### src/common/fpsr_pkg.sv
// fault plane and status register block: shared register map and field layout
// assumes a single system clock; the serial bus pins are sampled, never used as clocks
package fpsr_pkg;

    // ------------------------------------------------------------------
    // register map (command byte values)
    // ------------------------------------------------------------------
    localparam logic [7:0] FPSR_ADDR_UV_STATUS   = 8'hD8;
    localparam logic [7:0] FPSR_ADDR_OV_STATUS   = 8'hD9;
    localparam logic [7:0] FPSR_ADDR_SFD_STATUS  = 8'hDA;
    localparam logic [7:0] FPSR_ADDR_GW_STATUS   = 8'hDB;
    localparam logic [7:0] FPSR_ADDR_PLANE_SUP   = 8'hDC;
    localparam logic [7:0] FPSR_ADDR_PLANE_INP   = 8'hDD;
    localparam logic [7:0] FPSR_ADDR_DRV_LOW     = 8'hDE;
    localparam logic [7:0] FPSR_ADDR_DRV_HIGH    = 8'hDF;
    localparam logic [7:0] FPSR_ADDR_MASK_SUP    = 8'hE0;
    localparam logic [7:0] FPSR_ADDR_MASK_INP    = 8'hE1;

    // ------------------------------------------------------------------
    // widths and field layout
    // ------------------------------------------------------------------
    localparam int         FPSR_NUM_SUPPLY   = 7;
    localparam int         FPSR_NUM_GPI      = 4;
    localparam int         FPSR_NUM_DRV      = 9;
    localparam int         FPSR_PLANE_W      = FPSR_NUM_SUPPLY + FPSR_NUM_GPI + 1;
    localparam int         FPSR_INP_W        = FPSR_NUM_GPI + 1;
    localparam int         FPSR_DRV_LOW_W    = 8;
    localparam logic [7:0] FPSR_RESET_VALUE  = 8'h00;
    localparam logic [7:0] FPSR_UNMAPPED_VAL = 8'h00;
    localparam logic [3:0] FPSR_BITS_PER_BYTE = 4'h8;
    localparam logic [3:0] FPSR_LAST_TX_BIT  = 4'h7;

    // default 7-bit bus address of the block; arbitrary value
    localparam logic [6:0] FPSR_DEFAULT_DEV_ADDR = 7'h34;

    // ------------------------------------------------------------------
    // serial engine states
    // ------------------------------------------------------------------
    typedef enum logic [8:0] {
        ST_IDLE     = 9'h001,
        ST_ADDR     = 9'h002,
        ST_ACK_ADDR = 9'h004,
        ST_CMD      = 9'h008,
        ST_ACK_CMD  = 9'h010,
        ST_WDATA    = 9'h020,
        ST_RDATA    = 9'h040,
        ST_RACK     = 9'h080,
        ST_RMORE    = 9'h100
    } fpsr_state_type;

endpackage

### src/core/fpsr_sync.sv
// fpsr_sync: multi-bit level synchroniser
// assumes each bit is an independent level; no bus coherency is promised across bits
module fpsr_sync #(
    parameter int WIDTH  = 1,
    parameter int STAGES = 2
) (
    input  wire logic             clock,
    input  wire logic             rstn,
    input  wire logic [WIDTH-1:0] async_in,
    output logic      [WIDTH-1:0] sync_out
);

    // ------------------------------------------------------------------
    // elaboration checks
    // ------------------------------------------------------------------
    if (STAGES < 2) begin : g_bad_stages
        $error("fpsr_sync needs at least two stages");
    end
    if (WIDTH < 1) begin : g_bad_width
        $error("fpsr_sync needs a width of at least one");
    end

    // ------------------------------------------------------------------
    // flop chain, first stage feeds only the next stage
    // ------------------------------------------------------------------
    logic [WIDTH-1:0] stage_reg [STAGES];

    always_ff @(posedge clock) begin
        if (!rstn) begin
            for (int i = 0; i < STAGES; i++) begin
                stage_reg[i] <= '0;
            end
        end else begin
            stage_reg[0] <= async_in;
            for (int i = 1; i < STAGES; i++) begin
                stage_reg[i] <= stage_reg[i-1];
            end
        end
    end

    assign sync_out = stage_reg[STAGES-1];

endmodule // fpsr_sync

### src/core/fpsr_regs.sv
// fpsr_regs: fault plane, error masks and read-only status registers behind a serial bus slave
// assumes detector, input and driver levels arrive asynchronously; scl and sda are pins
// sampled by the system clock, which must run well above the bus bit rate

module fpsr_regs
    import fpsr_pkg::*;
#(
    parameter logic [6:0] DEV_ADDR    = FPSR_DEFAULT_DEV_ADDR,
    parameter int         SYNC_STAGES = 2
) (
    input  wire logic                       clock,
    input  wire logic                       rstn,
    input  wire logic                       scl_in,
    input  wire logic                       sda_in,
    output logic                            sda_out,
    output logic                            sda_oe,
    input  wire logic [FPSR_NUM_SUPPLY-1:0] undervoltage_compare,
    input  wire logic [FPSR_NUM_SUPPLY-1:0] overvoltage_compare,
    input  wire logic [FPSR_NUM_SUPPLY-1:0] supply_fault_detector,
    input  wire logic [FPSR_NUM_GPI-1:0]    general_purpose_input,
    input  wire logic                       watchdog_detector_input,
    input  wire logic [FPSR_NUM_DRV-1:0]    programmable_driver_output
);

    // ------------------------------------------------------------------
    // input synchronisation
    // ------------------------------------------------------------------
    localparam int SYNC_W = 2 + 3 * FPSR_NUM_SUPPLY + FPSR_INP_W + FPSR_NUM_DRV;

    logic [SYNC_W-1:0]          sync_in;
    logic [SYNC_W-1:0]          sync_q;
    logic                       scl_s;
    logic                       sda_s;
    logic [FPSR_NUM_SUPPLY-1:0] uv_s;
    logic [FPSR_NUM_SUPPLY-1:0] ov_s;
    logic [FPSR_NUM_SUPPLY-1:0] sfd_s;
    logic [FPSR_INP_W-1:0]      inp_s;
    logic [FPSR_NUM_DRV-1:0]    drv_s;

    assign sync_in = {scl_in, sda_in, undervoltage_compare, overvoltage_compare,
                      supply_fault_detector, watchdog_detector_input,
                      general_purpose_input, programmable_driver_output};

    fpsr_sync #(
        .WIDTH  (SYNC_W),
        .STAGES (SYNC_STAGES)
    ) u_sync (
        .clock    (clock),
        .rstn     (rstn),
        .async_in (sync_in),
        .sync_out (sync_q)
    );

    assign {scl_s, sda_s, uv_s, ov_s, sfd_s, inp_s, drv_s} = sync_q;

    // ------------------------------------------------------------------
    // status registers
    // ------------------------------------------------------------------
    logic [FPSR_NUM_SUPPLY-1:0] uv_status_reg;
    logic [FPSR_NUM_SUPPLY-1:0] ov_status_reg;
    logic [FPSR_NUM_SUPPLY-1:0] sfd_status_reg;
    logic [FPSR_INP_W-1:0]      gw_status_reg;
    logic [FPSR_NUM_DRV-1:0]    drv_status_reg;

    always_ff @(posedge clock) begin
        if (!rstn) begin
            uv_status_reg  <= '0;
            ov_status_reg  <= '0;
            sfd_status_reg <= '0;
            gw_status_reg  <= '0;
            drv_status_reg <= '0;
        end else begin
            uv_status_reg  <= uv_s;
            ov_status_reg  <= ov_s;
            sfd_status_reg <= sfd_s;
            gw_status_reg  <= inp_s;
            drv_status_reg <= drv_s;
        end
    end

    // ------------------------------------------------------------------
    // bus condition detection
    // ------------------------------------------------------------------
    logic scl_prev_reg;
    logic sda_prev_reg;
    logic scl_rise;
    logic scl_fall;
    logic start_cond;
    logic stop_cond;

    always_ff @(posedge clock) begin
        if (!rstn) begin
            scl_prev_reg <= 1'b1;
            sda_prev_reg <= 1'b1;
        end else begin
            scl_prev_reg <= scl_s;
            sda_prev_reg <= sda_s;
        end
    end

    assign scl_rise   = scl_s & ~scl_prev_reg;
    assign scl_fall   = ~scl_s & scl_prev_reg;
    assign start_cond = scl_s & scl_prev_reg & sda_prev_reg & ~sda_s;
    assign stop_cond  = scl_s & scl_prev_reg & ~sda_prev_reg & sda_s;

    // ------------------------------------------------------------------
    // serial engine
    // ------------------------------------------------------------------
    fpsr_state_type state_reg;
    logic [3:0]     bit_cnt_reg;
    logic [7:0]     shift_reg;
    logic [7:0]     tx_reg;
    logic [7:0]     pointer_reg;
    logic           rw_reg;
    logic           oe_reg;
    logic [7:0]     rd_data;
    logic           rd_fire;
    logic           wr_fire;
    logic           byte_done;

    assign byte_done = scl_fall && (bit_cnt_reg == FPSR_BITS_PER_BYTE);
    // read strobe coincides with the byte load so no plane event slips between them
    assign rd_fire = scl_fall && (((state_reg == ST_ACK_ADDR) && rw_reg)
                                  || (state_reg == ST_RMORE));
    assign wr_fire = byte_done && (state_reg == ST_WDATA) && !start_cond && !stop_cond;

    always_ff @(posedge clock) begin
        if (!rstn) begin
            state_reg   <= ST_IDLE;
            bit_cnt_reg <= '0;
            shift_reg   <= '0;
            tx_reg      <= '0;
            pointer_reg <= '0;
            rw_reg      <= 1'b0;
            oe_reg      <= 1'b0;
        end else if (start_cond) begin
            state_reg   <= ST_ADDR;
            bit_cnt_reg <= '0;
            oe_reg      <= 1'b0;
        end else if (stop_cond) begin
            state_reg <= ST_IDLE;
            oe_reg    <= 1'b0;
        end else begin
            unique case (state_reg)
                ST_IDLE: begin
                    oe_reg <= 1'b0;
                end
                ST_ADDR, ST_CMD, ST_WDATA: begin
                    if (scl_rise && (bit_cnt_reg != FPSR_BITS_PER_BYTE)) begin
                        shift_reg   <= {shift_reg[6:0], sda_s};
                        bit_cnt_reg <= bit_cnt_reg + 4'h1;
                    end else if (byte_done) begin
                        bit_cnt_reg <= '0;
                        oe_reg      <= 1'b1;
                        if (state_reg == ST_ADDR) begin
                            rw_reg    <= shift_reg[0];
                            state_reg <= ST_ACK_ADDR;
                            if (shift_reg[7:1] != DEV_ADDR) begin
                                oe_reg    <= 1'b0;
                                state_reg <= ST_IDLE;
                            end
                        end else begin
                            if (state_reg == ST_CMD) begin
                                pointer_reg <= shift_reg;
                            end
                            state_reg <= ST_ACK_CMD;
                        end
                    end
                end
                ST_ACK_ADDR, ST_RMORE: begin
                    if (scl_fall) begin
                        bit_cnt_reg <= '0;
                        if ((state_reg == ST_RMORE) || rw_reg) begin
                            tx_reg    <= rd_data;
                            oe_reg    <= ~rd_data[7];
                            state_reg <= ST_RDATA;
                        end else begin
                            oe_reg    <= 1'b0;
                            state_reg <= ST_CMD;
                        end
                    end
                end
                ST_ACK_CMD: begin
                    if (scl_fall) begin
                        oe_reg    <= 1'b0;
                        state_reg <= ST_WDATA;
                    end
                end
                ST_RDATA: begin
                    if (scl_fall) begin
                        if (bit_cnt_reg == FPSR_LAST_TX_BIT) begin
                            oe_reg    <= 1'b0;
                            state_reg <= ST_RACK;
                        end else begin
                            tx_reg      <= {tx_reg[6:0], 1'b0};
                            oe_reg      <= ~tx_reg[6];
                            bit_cnt_reg <= bit_cnt_reg + 4'h1;
                        end
                    end
                end
                ST_RACK: begin
                    // a high level at the acknowledge slot ends the read
                    if (scl_rise) begin
                        state_reg <= sda_s ? ST_IDLE : ST_RMORE;
                    end
                end
                default: begin
                    state_reg <= ST_IDLE;
                    oe_reg    <= 1'b0;
                end
            endcase
        end
    end

    // open drain: the line is only ever pulled low
    assign sda_out = 1'b0;
    assign sda_oe  = oe_reg;

    // ------------------------------------------------------------------
    // error masks
    // ------------------------------------------------------------------
    logic [FPSR_NUM_SUPPLY-1:0] mask_sup_reg;
    logic [FPSR_INP_W-1:0]      mask_inp_reg;
    logic [FPSR_PLANE_W-1:0]    plane_mask;

    always_ff @(posedge clock) begin
        if (!rstn) begin
            mask_sup_reg <= '0;
            mask_inp_reg <= '0;
        end else if (wr_fire) begin
            // the summary position has no mask bit behind it
            if (pointer_reg == FPSR_ADDR_MASK_SUP) begin
                mask_sup_reg <= shift_reg[FPSR_NUM_SUPPLY-1:0];
            end
            if (pointer_reg == FPSR_ADDR_MASK_INP) begin
                mask_inp_reg <= shift_reg[FPSR_INP_W-1:0];
            end
        end
    end

    assign plane_mask = {mask_inp_reg, mask_sup_reg};

    // ------------------------------------------------------------------
    // fault plane
    // ------------------------------------------------------------------
    logic [FPSR_PLANE_W-1:0] live_plane;
    logic [FPSR_PLANE_W-1:0] plane_reg;
    logic [FPSR_PLANE_W-1:0] snapshot_reg;
    logic                    summary_fault_flag_reg;
    logic                    plane_clear;
    logic                    change_vs_snapshot;
    logic                    change_vs_read;

    // masked functions read zero and can never raise the summary
    assign live_plane = {inp_s, sfd_s} & ~plane_mask;
    assign plane_clear = rd_fire && (pointer_reg == FPSR_ADDR_PLANE_INP);
    assign change_vs_snapshot = (live_plane != (snapshot_reg & ~plane_mask));
    // the values just shipped become the reference, so a change during the read survives
    assign change_vs_read = (live_plane != (plane_reg & ~plane_mask));

    always_ff @(posedge clock) begin
        if (!rstn) begin
            summary_fault_flag_reg <= 1'b0;
            plane_reg              <= '0;
            snapshot_reg           <= '0;
        end else if (plane_clear) begin
            snapshot_reg           <= plane_reg;
            summary_fault_flag_reg <= change_vs_read;
            plane_reg              <= live_plane;
        end else if (!summary_fault_flag_reg) begin
            summary_fault_flag_reg <= change_vs_snapshot;
            plane_reg              <= live_plane;
        end
        // summary high and no clear: plane holds the first change
    end

    // ------------------------------------------------------------------
    // read data selection
    // ------------------------------------------------------------------
    always_comb begin
        rd_data = FPSR_UNMAPPED_VAL;
        unique case (pointer_reg)
            FPSR_ADDR_UV_STATUS: begin
                rd_data = {1'b0, uv_status_reg};
            end
            FPSR_ADDR_OV_STATUS: begin
                rd_data = {1'b0, ov_status_reg};
            end
            FPSR_ADDR_SFD_STATUS: begin
                rd_data = {1'b0, sfd_status_reg};
            end
            FPSR_ADDR_GW_STATUS: begin
                rd_data = {3'h0, gw_status_reg};
            end
            FPSR_ADDR_PLANE_SUP: begin
                rd_data = {summary_fault_flag_reg, plane_reg[FPSR_NUM_SUPPLY-1:0]};
            end
            FPSR_ADDR_PLANE_INP: begin
                rd_data = {3'h0, plane_reg[FPSR_PLANE_W-1:FPSR_NUM_SUPPLY]};
            end
            FPSR_ADDR_DRV_LOW: begin
                rd_data = drv_status_reg[FPSR_DRV_LOW_W-1:0];
            end
            FPSR_ADDR_DRV_HIGH: begin
                rd_data = {7'h00, drv_status_reg[FPSR_NUM_DRV-1]};
            end
            FPSR_ADDR_MASK_SUP: begin
                rd_data = {1'b0, mask_sup_reg};
            end
            FPSR_ADDR_MASK_INP: begin
                rd_data = {3'h0, mask_inp_reg};
            end
            default: begin
                rd_data = FPSR_UNMAPPED_VAL;
            end
        endcase
    end

endmodule // fpsr_regs

### config.mk
export PLATFORM = sky130hd
export DESIGN_NAME = fpsr_regs
export DESIGN_NICKNAME = d
export VERILOG_FILES = /design/src/common/fpsr_pkg.sv /design/src/core/fpsr_sync.sv /design/src/core/fpsr_regs.sv
export SDC_FILE = /design/constraint.sdc
export NUM_CORES = 1
export LEC_CHECK = 0
export BUFFER_PORTS_ARGS = -buffer_cell sky130_fd_sc_hd__buf_2
export CAP_MARGIN = 20
export CORE_ASPECT_RATIO = 0.9
export CORE_UTILIZATION = 55
export DETAILED_ROUTE_END_ITERATION = 10
export GPL_TIMING_DRIVEN = 0
export PLACE_DENSITY = 0.73
export SYNTH_ARGS = -nofsm -noshare
export SYNTH_HDL_FRONTEND = slang
export SYNTH_SLANG_ARGS = --single-unit
### constraint.sdc
create_clock -name clock -period 2.8 [get_ports clock]
set_clock_uncertainty 0.2 [all_clocks]
set_input_delay 0.56 -clock clock [delete_from_list [all_inputs] [get_ports clock]]
set_output_delay 0.56 -clock clock [all_outputs]
set_load 0.05 [all_outputs]
==> run metrics, run 1 <==
least setup slack across all paths after layout roughly 0.25 ns; global-route wire length before repair around 27,000 um; standard-cell rows 39; Inserted Clock Buffers 17; Post-route DRC 0; number of levels the H-tree was split into 4; required time of the critical path slightly below 3 ns; startpoint of the worst setup timing path pointer_reg[0]; transition time at the pin with the least slew margin approximately 1.0 ns; max-slew headroom at the worst pin 0.301; flops & latches, synth roughly 190; parity-gate share of the synthesized area counting xor and xnor cells 0.0320; most frequent cells in the layout 186 x sky130_fd_sc_hd__dfxtp_1, 110 x sky130_fd_sc_hd__and2_1, 61 x sky130_fd_sc_hd__nor2_1; share of synthesized flip-flops with an asynchronous set or reset 0; number of DRC markers in iteration 0 ~440; fin util 0.646; Main synth FF type sky130_fd_sc_hd__dfxtp_1; class of the tightest hold or removal check input pin to register; vias in the first global route approximately 5,000; share of total power in sequential cells 0.532; standby leakage power about 3.3 nW; routed len/inst around 17 um; CTS max path bufs 2; clock tree from TritonCTS yes; portion of netlist area occupied by mux cells 0.0702; worst min-delay path endpoint u_sync.stage_reg[0][15]; clock root buffer master sky130_fd_sc_hd__clkbuf_16; clock sink count 186; post-cts resize count 0; depth of the worst register-to-register path 8; kind of launch point of the worst setup path register; Yosys Warn Count 0; Peak Freq about 0.39 GHz; Die Footprint between 0.01 and 0.015 mm^2; fraction of power spent switching nets 0.229; flop2flop setup slack between 0.2 and 0.3 ns; antenna-violating nets left 0; growth of design area from synthesis to finish 12.8%; Yosys cell types 64; routability cong. 0.879; post-layout min period ~2.5 ns; average footprint of a synthesized cell a little under 10 um^2; maximum number of pins on one net before global-route repair 17; post-synthesis share of cell area spent on full adders, half adders and majority gates 0.00339; endpoint kind of the worst setup timing path register; Crit path largest cell delay ~0.43 ns; Power Dens Cells a little over 600 mW/mm^2; max-slew violations 0; final worst-path cycle share 0.910; number of cells produced by synthesis between 700 and 800; number of nets produced by synthesis roughly 800; total negative setup slack 0 ns; highest-delay cell along the critical path sky130_fd_sc_hd__nor2b_1; endpoints failing hold 0; sequential element share of the synthesized area 0.505; endpoint of the most critical register-to-register path tx_reg[2]; fin nets between 800 and 900; net switching component of the power roughly 1.2 mW; clock-pin slew of the registers on the worst-case setup and hold paths 0.07 ns; routed vias/inst between 5 and 6; fraction of layout cells with a size suffix above 1 0.123; Die Span X 124 um; drt pass-1 iters 7; RSZ-0062 raised after global routing false; via count of the routed design about 5,500; max-capacitance violation count 0; Setup violations, final 0; Total Wirelength ~17,000 um; core footprint about 0.013 mm^2; Data arrival, critical path about 2.7 ns; initial antenna violation count 1; later-pin clock latency in the skew report 0.44 ns; Synth Area in Compound Gates 0.0961; Min-Delay Startpoint supply_fault_detector[1]; # hold bufs at CTS 0; die span in y approximately 110 um; main combinational cell family by area after synthesis simple AND/OR/NAND/NOR gates; commonest non-fill, non-tap cell in the layout sky130_fd_sc_hd__dfxtp_1; internal power consumption 4.01 mW; worst-path cell chain clkbuf_1 -> nor2b_1 -> nor2b_1 -> clkbuf_1 -> nand3_1 -> o31ai_1 -> a211oi_1 -> o22ai_1; part of the total power dissipated in the clock network 0.430; Post-synth EDFFs 0; pre-CTS setup slack roughly 0.33 ns; grt ovf 0; count of input and output buffers 39; post-synthesis share of cell area spent on and, or, nand and nor gates 0.262; combined area of all synthesized cells about 0.0074 mm^2; overall track demand over capacity in global routing 0.263; post-CTS setup buffers 0; Critical Setup Path Class register to register; outcome finished clean; Worst VDD drop just under 0.0006 V; DP Wirelength approximately 12,000 um; part of the total power dissipated in combinational logic 0.038; number of flip-flops under the largest register name 74; starting utilization of the core area 0.573; number of ports placed on the die boundary between 40 and 50; Crit Path Max Fanout 10; launching point of the worst reg2reg path pointer_reg[0]; hold depth 2
-- routing by layer --
layer  up-vias  global-route usage  share of wire
li1       2734                   -              -
met1      2589               0.374           0.47
met2       194               0.392           0.44
met3        32              0.0574          0.065
met4         0              0.0937          0.021
met5         -                   0              0
-- synthesized netlist by cell type, types with 2 or more instances --
cell type                     n  share of area
sky130_fd_sc_hd__a2111oi_0    2         0.0024
sky130_fd_sc_hd__a211oi_1     2         0.0020
sky130_fd_sc_hd__a21oi_1     23          0.016
sky130_fd_sc_hd__a221oi_1     4         0.0047
sky130_fd_sc_hd__a22oi_1     14          0.014
sky130_fd_sc_hd__a31oi_1      8         0.0068
sky130_fd_sc_hd__a32oi_1      2         0.0024
sky130_fd_sc_hd__and2_1     110          0.093
sky130_fd_sc_hd__and3_1       5         0.0042
sky130_fd_sc_hd__and3b_1      4         0.0047
sky130_fd_sc_hd__and4_1       2         0.0024
sky130_fd_sc_hd__buf_2       13         0.0088
sky130_fd_sc_hd__buf_4        2         0.0020
sky130_fd_sc_hd__buf_6        2         0.0031
sky130_fd_sc_hd__clkbuf_1    26          0.013
sky130_fd_sc_hd__dfxtp_1    186           0.50
sky130_fd_sc_hd__ha_1         2         0.0034
sky130_fd_sc_hd__inv_1        6         0.0031
sky130_fd_sc_hd__mux2_2       4         0.0061
sky130_fd_sc_hd__mux2i_1     45          0.061
sky130_fd_sc_hd__nand2_1     30          0.015
sky130_fd_sc_hd__nand2_2      3         0.0025
sky130_fd_sc_hd__nand2b_1     9         0.0076
sky130_fd_sc_hd__nand3_1     32          0.022
sky130_fd_sc_hd__nand3b_1    16          0.016
sky130_fd_sc_hd__nand4b_1     5         0.0059
sky130_fd_sc_hd__nor2_1      61          0.031
sky130_fd_sc_hd__nor2b_1     18          0.015
sky130_fd_sc_hd__nor3_1       9         0.0061
sky130_fd_sc_hd__nor3_4       2         0.0044
sky130_fd_sc_hd__nor3b_1      5         0.0051
sky130_fd_sc_hd__nor4_1       7         0.0059
sky130_fd_sc_hd__nor4_4       2         0.0058
sky130_fd_sc_hd__nor4b_1      2         0.0024
sky130_fd_sc_hd__o21ai_0     14         0.0095
sky130_fd_sc_hd__o21ai_1      4         0.0027
sky130_fd_sc_hd__o22ai_1     19          0.016
sky130_fd_sc_hd__or3_1        3         0.0025
sky130_fd_sc_hd__or4_1        3         0.0031
sky130_fd_sc_hd__xnor2_1     26          0.031
-- worst max-delay path: cells and delay by family, from the launching register on --
kind                   cells  cell delay [ns]
AND/OR/NAND/NOR            3             0.79
buffers and inverters      2             0.77
AO/OA/AOI/OAI              3             0.40
flip-flops                 1             0.31
-- cell type report --
type,count,area [um^2]
multi-input cells,519,3430
flip-flops and latches,186,3720
repair buffers,39,195
inverters,7,26.3
clock buffers,21,460
plain buffers,44,204
clock inverters,10,83.8
diodes,1,2.50
well taps,164,205
fillers,1075,4560
-- power by group through the flow --
stage	Sequential [mW]	Combinational, mW	Clock [mW]
2_1_floorplan	2.80	0.137	0
3_3_place_gp	2.82	0.194	0
3_5_place_dp	2.82	0.200	0
4_1_cts	2.76	0.201	2.25
5_1_grt	2.77	0.224	2.39
6_report	2.76	0.200	2.23
-- per-stage QoR --
stage,hold slack (ns),total power [mW],cells,cell area (um^2)
floorplan,0.212,2.94,756,7380
global placement,0.213,3.01,959,7780
detailed placement,0.218,3.02,959,7780
CTS,0.113,5.21,990,8320
global route,0.114,5.38,990,8320
finish,0.126,5.19,991,8330
-- cell families after synthesis --
kind of cell | Yosys count
and+or+nand+nor | 333
DFF | 186
AOI/OAI and AO/OA | 106
buffers and inverters | 51
muxes | 50
xor gates and xnor gates | 27
adders and majority gates | 2
other | 1
-- how the worst max path moves through the flow --
stage / end / depth (start not counted)
floorplan: mask_sup_reg[1] / 6
global placement: tx_reg[2] / 8
detailed placement: tx_reg[2] / 8
CTS: tx_reg[2] / 8
global route: state_reg[0] / 7
finish: tx_reg[2] / 8
Power figures use the tool's default switching activity.
==> run 2, diff against run 1 <==
PLACE_DENSITY = unset   (was 0.73)
PLACE_DENSITY_LB_ADDON = 0.05   (was unset)
==> run metrics, run 2 (synthesized netlist as in run 1, its figures left out) <==
post-CTS setup buffers 0 (unchanged); routed len/inst 17.2 um (about the same); count of input and output buffers 39 (unchanged); Power, Total 5.28 mW (+1.6%); highest-delay cell along the critical path sky130_fd_sc_hd__nor4_4; Total Wirelength 17,100 um (about the same); initial antenna violation count 0 (-1); number of levels the H-tree was split into 4 (unchanged); final hold slack 0.129 ns (+0.00320 ns); CTS max path bufs 2 (unchanged); transition time at the pin with the least slew margin 1.04 ns (+0.00202 ns); Critical Setup Path Class register to register; Most Frequent Cell on Critical Path sky130_fd_sc_hd__buf_2; antenna-violating nets left 0 (unchanged); growth of design area from synthesis to finish 13.3%; clock-pin slew of the registers on the worst-case setup and hold paths 0.07 ns (about the same); Fillers 1,064 (-1.0%); core footprint 0.0129 mm^2 (unchanged); clock tree from TritonCTS yes; final worst-path cycle share 0.882 (-0.0282); Crit path largest cell delay 0.48 ns (+0.05 ns); max-slew headroom at the worst pin 0.300 (-0.00137); grt ovf 0 (unchanged); class of the tightest hold or removal check input pin to register; die span in y 112 um (unchanged); Peak Freq 0.405 GHz (+3.2%); Post-route DRC 0 (unchanged); standard-cell rows 39 (unchanged); vias in the first global route 5,129 (+1.6%); routed vias/inst 5.58 (-0.32%); outcome finished clean; routed length on met1 8150 um (+0.68%); Met3 Wirelength 1050 um (-6.0%); post-cts resize count 0 (unchanged); number of ports placed on the die boundary 41 (unchanged); Worst VDD drop 0.000433 V (-28%); area of all placed cells without fillers 0.00836 mm^2 (+0.44%); overall track demand over capacity in global routing 0.262 (-0.00166); Data arrival, critical path 2.63 ns (-0.07 ns); critical path buffer and inverter count 2 (unchanged); fin nets 855 (unchanged); most frequent cells in the layout 186 x sky130_fd_sc_hd__dfxtp_1, 110 x sky130_fd_sc_hd__and2_1, 61 x sky130_fd_sc_hd__nor2_1; top layer used by detailed routing met4; Die Footprint 0.0139 mm^2 (unchanged); net switching component of the power 1.24 mW (+4.7%); post-layout min period 2.47 ns (-0.0790 ns); Power Dens Cells 631 mW/mm^2 (+1.2%); Setup violations, final 0 (unchanged); part of the total power dissipated in the clock network 0.439 (+0.009); endpoints failing hold 0 (unchanged); clock root buffer master sky130_fd_sc_hd__clkbuf_16; kind of cell adding the most delay to the critical path simple AND/OR/NAND/NOR gates; fraction of power spent switching nets 0.236 (+0.00694); internal power consumption 4.03 mW (+0.68%); RSZ-0062 raised after global routing false; Die Span X 124 um (unchanged); standby leakage power 3.31 nW (+0.61%); max-capacitance violation count 0 (unchanged); endpoint kind of the worst setup timing path register; later-pin clock latency in the skew report 0.43 ns (about the same); cell area after placement 0.00778 mm^2 (unchanged); required time of the critical path 2.96 ns (about the same); number of flip-flops under the largest register name 74 (unchanged); number of DRC markers in iteration 0 460 (+3.6%); fin util 0.649 (+0.00282); clock sink count 186 (unchanged); fraction of layout cells with a size suffix above 1 0.127 (+0.00348); max-slew violations 0 (unchanged); number of antenna repair diodes 0 (-1); starting utilization of the core area 0.573 (unchanged); worst-path cell chain buf_2 -> nor4_4 -> o211a_1 -> nand2_2 -> nand2_1 -> buf_2 -> nand3b_1 -> a21oi_1; drt pass-1 iters 5 (-2); via count of the routed design 5,531 (-0.32%); commonest non-fill, non-tap cell in the layout sky130_fd_sc_hd__dfxtp_1; kind of launch point of the worst setup path register; # hold bufs at CTS 0 (unchanged); total negative setup slack 0 ns (unchanged); share of total power in sequential cells 0.523 (-0.009); Crit Path Max Fanout 10 (unchanged); part of the total power dissipated in combinational logic 0.038 (about the same); maximum number of pins on one net before global-route repair 19 (+2); routability cong. 0.926 (+5.4%); DP Wirelength 12,400 um (-0.32%); Inserted Clock Buffers 17 (unchanged); global-route wire length before repair 27,300 um (+0.79%); amount of wire on met2 after detailed routing 7510 um (+0.16%)
[run 2: cell count changes in the layout (fill, tap and decap cells not counted), sizes merged]
cell,before,now
diode,1,0
clkbuf,47,45
clkinvlp,4,3
clkinv,3,6
inv,10,11
[run 2: worst register-to-register path: cells and delay by family, from the launching register on]
kind	cells	cell delay (ns)
buf+inv	2	0.44
simple gates	4	0.99
compound gates	2	0.49
flops	1	0.29
[run 2: area by class of cell]
class,instances,area [um^2],share of cell area
plain buffers,44,204,0.0244
well taps,164,205,0.0245
flip-flops and latches,186,3720,0.445
repair buffers,39,195,0.0233
inverters,7,26.3,0.00314
multi-input cells,519,3430,0.410
clock inverters,13,130,0.0156
clock buffers,19,453,0.0542
[run 2: layer usage]
layer,up-vias,track usage
met2,205,0.389
met5,-,0
met3,28,0.0461
met4,0,0.0992
met1,2558,0.376
li1,2740,-
[run 2: final timing paths]
| check | to | depth (start not counted) | slack, ns | start |
|---|---|---|---|---|
| worst max-delay path | plane_reg[7] | 8 | 0.33 | state_reg[3] |
| worst min-delay path | u_sync.stage_reg[0][23] | 2 | 0.13 | overvoltage_compare[2] |
| worst max register to register | plane_reg[7] | 8 | 0.33 | state_reg[3] |
| worst min register to register | drv_status_reg[4] | 1 | 0.23 | u_sync.stage_reg[0][41] |
[run 2: power by group through the flow]
stage | clock network [mW] | registers [mW] | logic (mW)
2_1_floorplan | 0 | 2.80 | 0.137
3_3_place_gp | 0 | 2.82 | 0.195
3_5_place_dp | 0 | 2.82 | 0.199
4_1_cts | 2.34 | 2.76 | 0.201
5_1_grt | 2.46 | 2.77 | 0.224
6_report | 2.31 | 2.76 | 0.200
[run 2: per-stage QoR]
stage | cells | setup slack (ns)
CTS | 991 | 0.347
detailed placement | 959 | 0.384
floorplan | 756 | 0.736
global route | 991 | 0.152
global placement | 959 | 0.399
finish | 991 | 0.330
